[src/ctu_defines.svh]
// How it works
// (RULE_01) Bit 31: first edge edge/level sampling
// (RULE_02) Bit 30: first edge rising or falling
// (RULE_03) Bits 29-26 pick first edge source
// (RULE_04) Bit 25: second edge flag, hardware/software set
// (RULE_05) Bit 24: first edge flag, hardware/software set
// (RULE_06) Bit 23: second edge edge/level sampling
// (RULE_07) Bit 22: second edge rising or falling
// (RULE_08) Bits 21-18 pick second source; 1100 clock
// (RULE_09) Bit 15 turns the unit on
// (RULE_10) Bit 13 stops the unit in idle
// (RULE_11) Bit 12 enables pulse delay generation
// (RULE_12) Software picks comparator two before delay mode
// (RULE_13) Bit 11 gates all edges to flags
// (RULE_14) Software discharges capacitor while converter samples
// (RULE_15) Bits 17-16 and 14 read zero
// (RULE_16) Clear, set, invert aliases at 4, 8, C
// (RULE_17) Bit 10: second edge needs first edge
// (RULE_18) Bit 8 enables the trigger output
// (RULE_19) Bits 7-2: signed current trim
// (RULE_20) Bits 1-0: current range multiplier
// (RULE_21) Current on while first set, second clear
`ifndef CTU_DEFINES_SVH
`define CTU_DEFINES_SVH

// ************************************************************
// Register map
// ************************************************************
`define CTU_CTRL_OFS   16'hA200
`define CTU_CLR_OFS    16'hA204
`define CTU_SET_OFS    16'hA208
`define CTU_INV_OFS    16'hA20C
`define CTU_CTRL_RST   32'h0000_0000
`define CTU_CTRL_WMASK 32'hFFFC_BFFF
`define CTU_RD_ZERO    32'h0000_0000
`define CTU_HRESP_OKAY 1'b0

// ************************************************************
// Control register fields
// ************************************************************
`define CTU_E1_SENS    31
`define CTU_E1_POL     30
`define CTU_E1_SEL_HI  29
`define CTU_E1_SEL_LO  26
`define CTU_E2_FLAG    25
`define CTU_E1_FLAG    24
`define CTU_E2_SENS    23
`define CTU_E2_POL     22
`define CTU_E2_SEL_HI  21
`define CTU_E2_SEL_LO  18
`define CTU_ON         15
`define CTU_SIDL       13
`define CTU_DELAY_GENERATION_ENABLE       12
`define CTU_EDGE_GATE      11
`define CTU_SEQ        10
`define CTU_DISCH      9
`define CTU_TRIG       8
`define CTU_TRIM_HI    7
`define CTU_TRIM_LO    2
`define CTU_RNG_HI     1
`define CTU_RNG_LO     0

// ************************************************************
// Codes
// ************************************************************
`define CTU_SRC_CMP2   4'hE
`define CTU_RNG_BASE   2'h1
`define CTU_RNG_X10    2'h2
`define CTU_RNG_X100   2'h3
`define CTU_RNG_X1000  2'h0
`define CTU_DEC_0      2'h0
`define CTU_DEC_1      2'h1
`define CTU_DEC_2      2'h2
`define CTU_DEC_3      2'h3

`endif

[src/ctu_pkg.sv]
`default_nettype none
package ctu_pkg;

  // Pulse delay sequence, Gray along wait, run, done
  typedef enum logic [1:0] {
    CTU_ST_WAIT = 2'h0,
    CTU_ST_RUN  = 2'h1,
    CTU_ST_DONE = 2'h3
  } ctu_dly_t;

  // Core state
  typedef struct packed {
    logic [31:0] ctrl;
    logic        clk_tog;
    ctu_dly_t    dly;
    logic        cur_en;
    logic        trig;
    logic        ground;
    logic [5:0]  trim;
    logic [1:0]  decade;
  } ctu_core_t;

  // Edge channel state
  typedef struct packed {
    logic prev;
  } ctu_chan_t;

  // Bus slave state
  typedef struct packed {
    logic        dwr;
    logic        drd;
    logic [15:0] daddr;
  } ctu_bus_t;

endpackage
`default_nettype wire

[src/ctu_ifs.sv]
`timescale 1ns/1ps
`default_nettype none
// Edge channel hookup
interface ctu_edge_if;
  logic [15:0] sources;
  logic [3:0]  sel;
  logic        sens;
  logic        pol;
  logic        hit;
  modport chan (input sources, input sel, input sens, input pol, output hit);
  modport core (output sources, output sel, output sens, output pol, input hit);
endinterface

// Bus front end to register file
interface ctu_bus_if;
  logic        wr_en;
  logic [15:0] wr_addr;
  logic [31:0] wr_data;
  logic [31:0] rd_value;
  modport slave (output wr_en, output wr_addr, output wr_data, input rd_value);
  modport core (input wr_en, input wr_addr, input wr_data, output rd_value);
endinterface
`default_nettype wire

[src/ctu_edge_chan.sv]
`timescale 1ns/1ps
`default_nettype none
module ctu_edge_chan
  import ctu_pkg::*;
(
  input  wire logic  hclk,    // Bus clock
  input  wire logic  hresetn, // Async reset, low
  ctu_edge_if.chan   eif      // Source select and hit
);

  ctu_chan_t s_q;
  ctu_chan_t s_d;
  logic      src;

  // Source pick, sensitivity and polarity
  always_comb
  begin
    s_d      = s_q;
    src      = eif.sources[eif.sel];
    s_d.prev = src;
    if (eif.sens)
    begin
      // Edge sensitive: one hit per matching transition
      eif.hit = eif.pol ? (src & ~s_q.prev) : (~src & s_q.prev);
    end
    else
    begin
      // Level sensitive: hit while level equals polarity
      eif.hit = (src == eif.pol);
    end
  end

  // State register
  always_ff @(posedge hclk or negedge hresetn)
  begin
    if (!hresetn)
      s_q <= '0;
    else
      s_q <= s_d;
  end

endmodule
`default_nettype wire

[src/ctu_ahb_slave.sv]
`timescale 1ns/1ps
`default_nettype none
`include "ctu_defines.svh"
module ctu_ahb_slave
  import ctu_pkg::*;
(
  input  wire logic        hclk,      // Bus clock
  input  wire logic        hresetn,   // Async reset, low
  input  wire logic        hsel,      // Slave select
  input  wire logic [31:0] haddr,     // Byte address
  input  wire logic [1:0]  htrans,    // Transfer type
  input  wire logic        hwrite,    // Write when high
  input  wire logic [31:0] hwdata,    // Write data
  input  wire logic        hready,    // Bus ready
  output logic             hreadyout, // Always ready
  output logic [31:0]      hrdata,    // Read data
  output logic             hresp,     // Always OKAY
  ctu_bus_if.slave         bif        // Register file side
);

  ctu_bus_t s_q;
  ctu_bus_t s_d;
  logic     take;

  // Zero wait states: the register is a flop, so no stall needed
  always_comb
  begin
    s_d     = s_q;
    take    = hsel & hready & htrans[1];
    s_d.dwr = take & hwrite;
    s_d.drd = take & ~hwrite;
    if (take)
      s_d.daddr = haddr[15:0];
    hreadyout   = 1'b1;
    hresp       = `CTU_HRESP_OKAY;
    bif.wr_en   = s_q.dwr;
    bif.wr_addr = s_q.daddr;
    bif.wr_data = hwdata;
    hrdata      = s_q.drd ? bif.rd_value : `CTU_RD_ZERO;
  end

  // State register
  always_ff @(posedge hclk or negedge hresetn)
  begin
    if (!hresetn)
      s_q <= '0;
    else
      s_q <= s_d;
  end

endmodule
`default_nettype wire

[src/ctu_top.sv]
`timescale 1ns/1ps
`default_nettype none
`include "ctu_defines.svh"
module ctu_top
  import ctu_pkg::*;
(
  input  wire logic        hclk,                    // Bus clock, 125 MHz
  input  wire logic        hresetn,                 // Async reset, low
  input  wire logic        hsel,                    // Slave select
  input  wire logic [31:0] haddr,                   // Byte address
  input  wire logic [1:0]  htrans,                  // Transfer type
  input  wire logic        hwrite,                  // Write when high
  input  wire logic [2:0]  hsize,                   // Word only
  input  wire logic [31:0] hwdata,                  // Write data
  input  wire logic        hready,                  // Bus ready
  output logic             hreadyout,               // Slave ready
  output logic [31:0]      hrdata,                  // Read data
  output logic             hresp,                   // Response
  input  wire logic        comparator_one_output,   // Comparator 1
  input  wire logic        comparator_two_output,   // Comparator 2
  input  wire logic        comparator_three_output, // Comparator 3
  input  wire logic [2:0]  capture_event,           // Capture units 3..1
  input  wire logic [12:0] external_edge_pin,       // Pins 13..1
  input  wire logic        compare_unit_one,        // Compare event
  input  wire logic        first_timer,             // Timer event
  input  wire logic        device_idle,             // Device in idle
  output logic             current_source_enable,   // Current source on
  output logic             current_source_ground,   // Discharge sink on
  output logic             trigger_out,             // Trigger pulse
  output logic             delay_pulse,             // Delay window
  output logic [5:0]       current_trim,            // Signed trim
  output logic [1:0]       current_range,           // Range code
  output logic [1:0]       current_decade           // Decades above base
);

  // ************************************************************
  // Helpers
  // ************************************************************

  // Aliased register write: plain, clear, set or invert
  function automatic logic [31:0] ctu_apply(input logic [31:0] old_v,
                                            input logic [31:0] data,
                                            input logic [15:0] addr);
    logic [31:0] r;
    r = old_v;
    case (addr)
      `CTU_CTRL_OFS: r = data;              // RULE_16
      `CTU_CLR_OFS:  r = old_v & ~data;     // RULE_16
      `CTU_SET_OFS:  r = old_v | data;      // RULE_16
      `CTU_INV_OFS:  r = old_v ^ data;      // RULE_16
      default:       r = old_v;
    endcase
    return r & `CTU_CTRL_WMASK;            // RULE_15
  endfunction

  // Range code to power of ten above base current
  function automatic logic [1:0] ctu_decade(input logic [1:0] rng);
    logic [1:0] d;
    d = `CTU_DEC_0;
    case (rng)
      `CTU_RNG_BASE:  d = `CTU_DEC_0;      // RULE_20
      `CTU_RNG_X10:   d = `CTU_DEC_1;      // RULE_20
      `CTU_RNG_X100:  d = `CTU_DEC_2;      // RULE_20
      `CTU_RNG_X1000: d = `CTU_DEC_3;      // RULE_20
      default:        d = `CTU_DEC_0;
    endcase
    return d;
  endfunction

  // ************************************************************
  // Sub-blocks
  // ************************************************************

  ctu_bus_if  bif ();
  ctu_edge_if e1 ();
  ctu_edge_if e2 ();

  ctu_core_t s_q;
  ctu_core_t s_d;
  logic      active;
  logic      e1_set;
  logic      e2_set;
  logic      hsize_unused;

  // Only word transfers are issued; size carries no meaning here
  assign hsize_unused = ^hsize;

  ctu_ahb_slave u_bus (
    .hclk      (hclk),
    .hresetn   (hresetn),
    .hsel      (hsel),
    .haddr     (haddr),
    .htrans    (htrans),
    .hwrite    (hwrite),
    .hwdata    (hwdata),
    .hready    (hready),
    .hreadyout (hreadyout),
    .hrdata    (hrdata),
    .hresp     (hresp),
    .bif       (bif.slave)
  );

  ctu_edge_chan u_edge1 (
    .hclk    (hclk),
    .hresetn (hresetn),
    .eif     (e1.chan)
  );

  ctu_edge_chan u_edge2 (
    .hclk    (hclk),
    .hresetn (hresetn),
    .eif     (e2.chan)
  );

  // ************************************************************
  // Edge source wiring
  // ************************************************************

  // First channel: comparators, captures 3..1, pins 8..3, 1, 2
  assign e1.sources = {comparator_three_output, comparator_two_output,
                       comparator_one_output, capture_event[2:0],
                       external_edge_pin[7:2], external_edge_pin[0],
                       external_edge_pin[1], compare_unit_one, first_timer}; // RULE_03
  assign e1.sel     = s_q.ctrl[`CTU_E1_SEL_HI:`CTU_E1_SEL_LO]; // RULE_03
  assign e1.sens    = s_q.ctrl[`CTU_E1_SENS];                  // RULE_01
  assign e1.pol     = s_q.ctrl[`CTU_E1_POL];                   // RULE_02

  // Second channel: bus clock seen as a toggle, since a clock cannot be sampled as data
  assign e2.sources = {comparator_three_output, comparator_two_output,
                       comparator_one_output, s_q.clk_tog, capture_event[2:0],
                       external_edge_pin[12:8], external_edge_pin[0],
                       external_edge_pin[1], compare_unit_one, first_timer}; // RULE_08
  assign e2.sel     = s_q.ctrl[`CTU_E2_SEL_HI:`CTU_E2_SEL_LO]; // RULE_08
  assign e2.sens    = s_q.ctrl[`CTU_E2_SENS];                  // RULE_06
  assign e2.pol     = s_q.ctrl[`CTU_E2_POL];                   // RULE_07

  // Readback shows live flags; unimplemented bits are held zero
  assign bif.rd_value = (bif.wr_addr == `CTU_CTRL_OFS) ? s_q.ctrl : `CTU_RD_ZERO;

  // ************************************************************
  // Core logic
  // ************************************************************

  // Register file, edge flags, delay sequence and outputs
  always_comb
  begin
    s_d         = s_q;
    s_d.clk_tog = ~s_q.clk_tog;

    // Unit runs when on, unless idle stop is asked and the device idles
    active = s_q.ctrl[`CTU_ON]                                   // RULE_09
             & ~(s_q.ctrl[`CTU_SIDL] & device_idle);             // RULE_10

    // Edges pass only through the gate
    e1_set = active & s_q.ctrl[`CTU_EDGE_GATE] & e1.hit;             // RULE_13
    e2_set = active & s_q.ctrl[`CTU_EDGE_GATE] & e2.hit              // RULE_13
             & (~s_q.ctrl[`CTU_SEQ] | s_q.ctrl[`CTU_E1_FLAG]);   // RULE_17

    // Software write first, so a same-cycle hardware set wins
    if (bif.wr_en)
      s_d.ctrl = ctu_apply(s_q.ctrl, bif.wr_data, bif.wr_addr); // RULE_16
    if (e1_set)
      s_d.ctrl[`CTU_E1_FLAG] = 1'b1;                             // RULE_05
    if (e2_set)
      s_d.ctrl[`CTU_E2_FLAG] = 1'b1;                             // RULE_04

    // Current flows between first and second edge
    s_d.cur_en = active & s_d.ctrl[`CTU_E1_FLAG]
                 & ~s_d.ctrl[`CTU_E2_FLAG];                      // RULE_21
    // Pulse only when the second flag is newly set, not per level hit
    s_d.trig   = s_q.ctrl[`CTU_TRIG] & e2_set                    // RULE_18
                 & ~s_q.ctrl[`CTU_E2_FLAG];
    s_d.ground = s_d.ctrl[`CTU_DISCH];
    s_d.trim   = s_d.ctrl[`CTU_TRIM_HI:`CTU_TRIM_LO];            // RULE_19
    s_d.decade = ctu_decade(s_d.ctrl[`CTU_RNG_HI:`CTU_RNG_LO]);  // RULE_20

    // Pulse delay: window opens on first flag, closes on second
    case (s_q.dly)
      CTU_ST_WAIT:
      begin
        if (active & s_q.ctrl[`CTU_DELAY_GENERATION_ENABLE] & s_d.ctrl[`CTU_E1_FLAG]
            & ~s_d.ctrl[`CTU_E2_FLAG])
          s_d.dly = CTU_ST_RUN;                                  // RULE_11
      end
      CTU_ST_RUN:
      begin
        if (~active | ~s_q.ctrl[`CTU_DELAY_GENERATION_ENABLE] | s_d.ctrl[`CTU_E2_FLAG])
          s_d.dly = CTU_ST_DONE;                                 // RULE_11
      end
      CTU_ST_DONE:
      begin
        // Rearm once software has cleared the first flag
        if (~s_d.ctrl[`CTU_E1_FLAG])
          s_d.dly = CTU_ST_WAIT;
      end
      default:
        s_d.dly = CTU_ST_WAIT;
    endcase
  end

  // State register
  always_ff @(posedge hclk or negedge hresetn)
  begin
    if (!hresetn)
    begin
      s_q      <= '0;
      s_q.ctrl <= `CTU_CTRL_RST;
      s_q.dly  <= CTU_ST_WAIT;
    end
    else
    begin
      s_q <= s_d;
    end
  end

  // Outputs straight from flops, except delay_pulse, decoded from the delay state
  assign current_source_enable = s_q.cur_en;
  assign current_source_ground = s_q.ground;
  assign trigger_out           = s_q.trig;
  assign delay_pulse           = (s_q.dly == CTU_ST_RUN);
  assign current_trim          = s_q.trim;
  assign current_range         = s_q.ctrl[`CTU_RNG_HI:`CTU_RNG_LO];
  assign current_decade        = s_q.decade;

endmodule
`default_nettype wire

[config.mk]
export PLATFORM = sky130hd
export DESIGN_NAME = ctu_top
export DESIGN_NICKNAME = d
export VERILOG_FILES = /design/src/ctu_pkg.sv /design/src/ctu_ifs.sv /design/src/ctu_edge_chan.sv /design/src/ctu_ahb_slave.sv /design/src/ctu_top.sv
export VERILOG_INCLUDE_DIRS = /design/src
export SDC_FILE = /design/constraint.sdc
export NUM_CORES = 1
export LEC_CHECK = 0
export BUFFER_PORTS_ARGS = -buffer_cell sky130_fd_sc_hd__buf_2
export CAP_MARGIN = 20
export CORE_MARGIN = 10
export CORE_UTILIZATION = 55
export CTS_BUF_LIST = sky130_fd_sc_hd__clkbuf_2 sky130_fd_sc_hd__clkbuf_4 sky130_fd_sc_hd__clkbuf_8
export DETAILED_ROUTE_END_ITERATION = 8
export GPL_TIMING_DRIVEN = 0
export PLACE_DENSITY = 0.85
export SLEW_MARGIN = 20
export SYNTH_ARGS = -nofsm -noshare
export SYNTH_HDL_FRONTEND = slang
export SYNTH_SLANG_ARGS = --single-unit
export TNS_END_PERCENT = 50
[constraint.sdc]
create_clock -name hclk -period 5.9 [get_ports hclk]
set_clock_uncertainty 0.05 [all_clocks]
set_input_delay 0 -clock hclk [delete_from_list [all_inputs] [get_ports hclk]]
set_output_delay 0 -clock hclk [all_outputs]
set_load 0.1 [all_outputs]
==> summary.txt <==
Outcome
  • Status: completed

Worst setup path
  • Worst R2R Setup Slack: 3.01 ns
  • Cell mode on critical path: clkbuf_1
  • R2r startpoint: u_bus.bif.wr_addr[5]
  • Critical path arrival: between 3 and 4 ns
  • Critical Path Slowest Stage Cell: clkbuf_1
  • Critical Path RT: approximately 5.9 ns
  • Critical path startpoint: u_bus.bif.wr_addr[5]
  • Worst setup SP type: flip-flop
  • Max stage delay on crit path: about 0.56 ns
  • Setup CP Type: flip-flop to output pin
  • Worst-case reg-to-reg path depth: 8
  • CP endpoint kind: output pin
  • Critical path peak fanout: 10
  • RR Endpoint: e2.sel[2]
  • Critical Path, Cell by Cell: nor4_1, nand4_1, nor3_2, clkbuf_1, clkbuf_1, and3_1, buf_2

Finish
  • Area of the multi-input gates: 2490 µm²
  • Design Area, Final: between 5000 and 6000 µm²
  • Sequential Area: between 1000 and 1500 µm²
  • Nets: roughly 760
  • FILL cells: around 590
  • Post-Layout Cell Count: about 700
  • Share of layout cells above drive strength 1: 0.290
  • Layout area overhead: 22.8%
  • Finished Core Util: 0.697

Clock tree
  • H-tree levels: 2
  • Clk sinks: 56
  • CTS tree: done
  • Post-CTS Hold Fix Bufs: 18
  • Clock buffer depth: 2
  • Number of setup buffers added after CTS: 0
  • Root Buffer: clkbuf_8
  • CTS clock-pin slew for the worst setup and hold paths: roughly 0.12 ns
  • Post-CTS resize count: 0
  • CTS Buf Count: 5
  • Clock latency on the worst-skew pair: between 0.3 and 0.4 ns

STA
  • Final Hold Fails: 0
  • RSZ-0062 raised after global routing: false
  • Setup_tns: 0 ns
  • Tmin final: 3.78 ns
  • Worst slew margin: 0.504
  • Tcrit/Tclk final: 0.641
  • Hold slack: 0.0121 ns
  • Final setup fails: 0
  • PnR worst setup slack: 2.12 ns
  • Fmax: around 0.26 GHz
  • Worst-Margin Slew: around 0.74 ns
  • Final Slew Violations: 0

Placement
  • Placed cell area: 5100 µm²
  • PortBufs: 115
  • Place WS: around 2.6 ns
  • Placed insts: between 600 and 700
  • Placer Congestion: between 0.8 and 0.9
  • Post-DP HPWL: between 9000 and 10000 µm

Logic synthesis
  • Sequential area share after synthesis: 0.319
  • Avg Inst Size Synth: roughly 9.4 µm²
  • Synth cell types: 46
  • Most frequent cell after synthesis: inv_1
  • Yosys top cell by area: dfrtp_1
  • Ranking of synthesized cells by area: dfrtp_1 (32%), ha_1 (17%), inv_1 (5.5%)
  • Asr flop ratio synth: 1.00
  • Synth warnings: 0
  • Mapped Area: approximately 4400 µm²
  • Post-Syn Instances: about 470
  • Main synth FF type: dfrtp_1
  • Synth top cells by count: inv_1 (64), ha_1 (58), dfrtp_1 (56), a21oi_1 (30), nand2_1 (30)
  • Post-synth EDFFs: 0
  • Post-synth top area share: 0.319
  • Synth Register Bits: 56

Power
  • Clock share of power: 0.283
  • Internal Power: between 0.5 and 0.6 mW
  • Leakage power: roughly 2.9 nW
  • PD cells: 155 nW/µm²
  • Sequential group share of total power: 0.502
  • Comb pwr share: 0.215
  • Switching share of power: 0.313
  • Switch Pwr: around 0.26 mW
  • Max rail drop VDD: between 0.1 and 0.15 mV
  • Total power: approximately 0.83 mW

Drt
  • DRC violations left: 0
  • DRT iter0 DRCs: 423
  • Total Wirelength: 13400 µm
  • DRT Pass-1 Iters: 6
  • Vias/cell: 5.81
  • Post-route ant nets: 0
  • Wirelength per Cell: about 19 µm
  • Routed via count: 4146

Floorplan
  • Initial Utilization: 0.568
  • Ports: 144
  • Die ar.: 11900 µm²
  • Die Ht: roughly 110 µm
  • Standard-cell rows: 32
  • Area of the core: approximately 7700 µm²
  • Die W: 109 µm

GRT
  • Number of global-route vias before repair: about 4400
  • Largest net degree at the start of global routing: between 50 and 60
  • Antenna violations before repair: 2
  • First-pass GRT wire length: about 21000 µm
  • Global-route usage over all layers: 0.222
  • GRT overflow: 0

Hold path
  • Worst Hold Launch: hwdata[1]
  • Hold Path Stages: 4
  • Worst Hold End: current_range[1]
  • Hold WC Path Type: input port to flip-flop

Run
  • Max-cap violations: 0
## layout make-up
type                       count  area share
tap                          102      0.0237
inverter                      65      0.0453
buffer                        46      0.0492
antenna                        2    0.000929
clock buffer                   5      0.0128
sequential                    56       0.260
multi-input combinational    302       0.462
timing repair buffer         133       0.141
clock inverter                 3     0.00534
## registers in the layout, summed over array words and instances, names as in the netlist, 2 cells and up
register and flops:
u_bus.bif.wr_addr 16, s_q 12, current_trim 5, e1.sel 4, e2.sel 4, current_decade 2, current_range 2
## worst max-delay path: cells and delay by family (launching register included)
kind                   cells  cell delay [ns]
buffers and inverters      3             1.48
DFF                        1             0.39
and+or+nand+nor            4             1.54
## metal layers
layer  share of wire  global-route usage  up-vias  wire [µm]
met5               0                   0        -          0
met4           0.022              0.0883        0        288
met3            0.10              0.0573       34       1370
met2            0.49               0.379      243       6550
met1            0.39               0.262     1970       5160
li1                -                   -     1899          -
## worst max-delay path by stage
| stage | end | depth (start not counted) |
|---|---|---|
| after floorplan | hrdata[10] | 6 |
| after global placement | hrdata[24] | 7 |
| after detailed placement | hrdata[24] | 7 |
| after CTS | hrdata[24] | 7 |
| after global routing | hrdata[24] | 7 |
| final | hrdata[24] | 7 |
## cell usage in the layout, fill, tap and decap left out, types with 3 or more instances in the layout
cell type      count
mux2i_1            5
nor2_1            11
mux4_1             3
dlygate4sd3_1     18
inv_1             64
a21o_1            24
clkbuf_1          25
dfrtp_1           56
a21oi_1           30
ha_1              58
buf_2            115
buf_4             16
and3_1            28
a221oi_1          25
mux2_2            18
o21ai_0            3
nand2_1           30
mux4_2             7
clkbuf_8           7
nor3_1            26
conb_1             5
## cells by family after synthesis
group                      after synthesis  share of synthesized area
AOI/OAI and AO/OA                       96                      0.156
xor gates and xnor gates                 1                    0.00200
adders and majority gates               58                      0.165
buffers and inverters                  111                      0.116
DFF                                     56                      0.319
muxes                                   33                      0.112
other                                    2                    0.00171
and+or+nand+nor                        109                      0.128
## power by group through the flow
stage	combinational [mW]	clock [mW]	sequential, mW
after global routing	0.195	0.253	0.421
after floorplan	0.106	0	0.422
final	0.179	0.236	0.418
after CTS	0.176	0.237	0.418
after detailed placement	0.165	0	0.426
after global placement	0.156	0	0.424
Note: power is estimated with default switching activity, not from simulation.
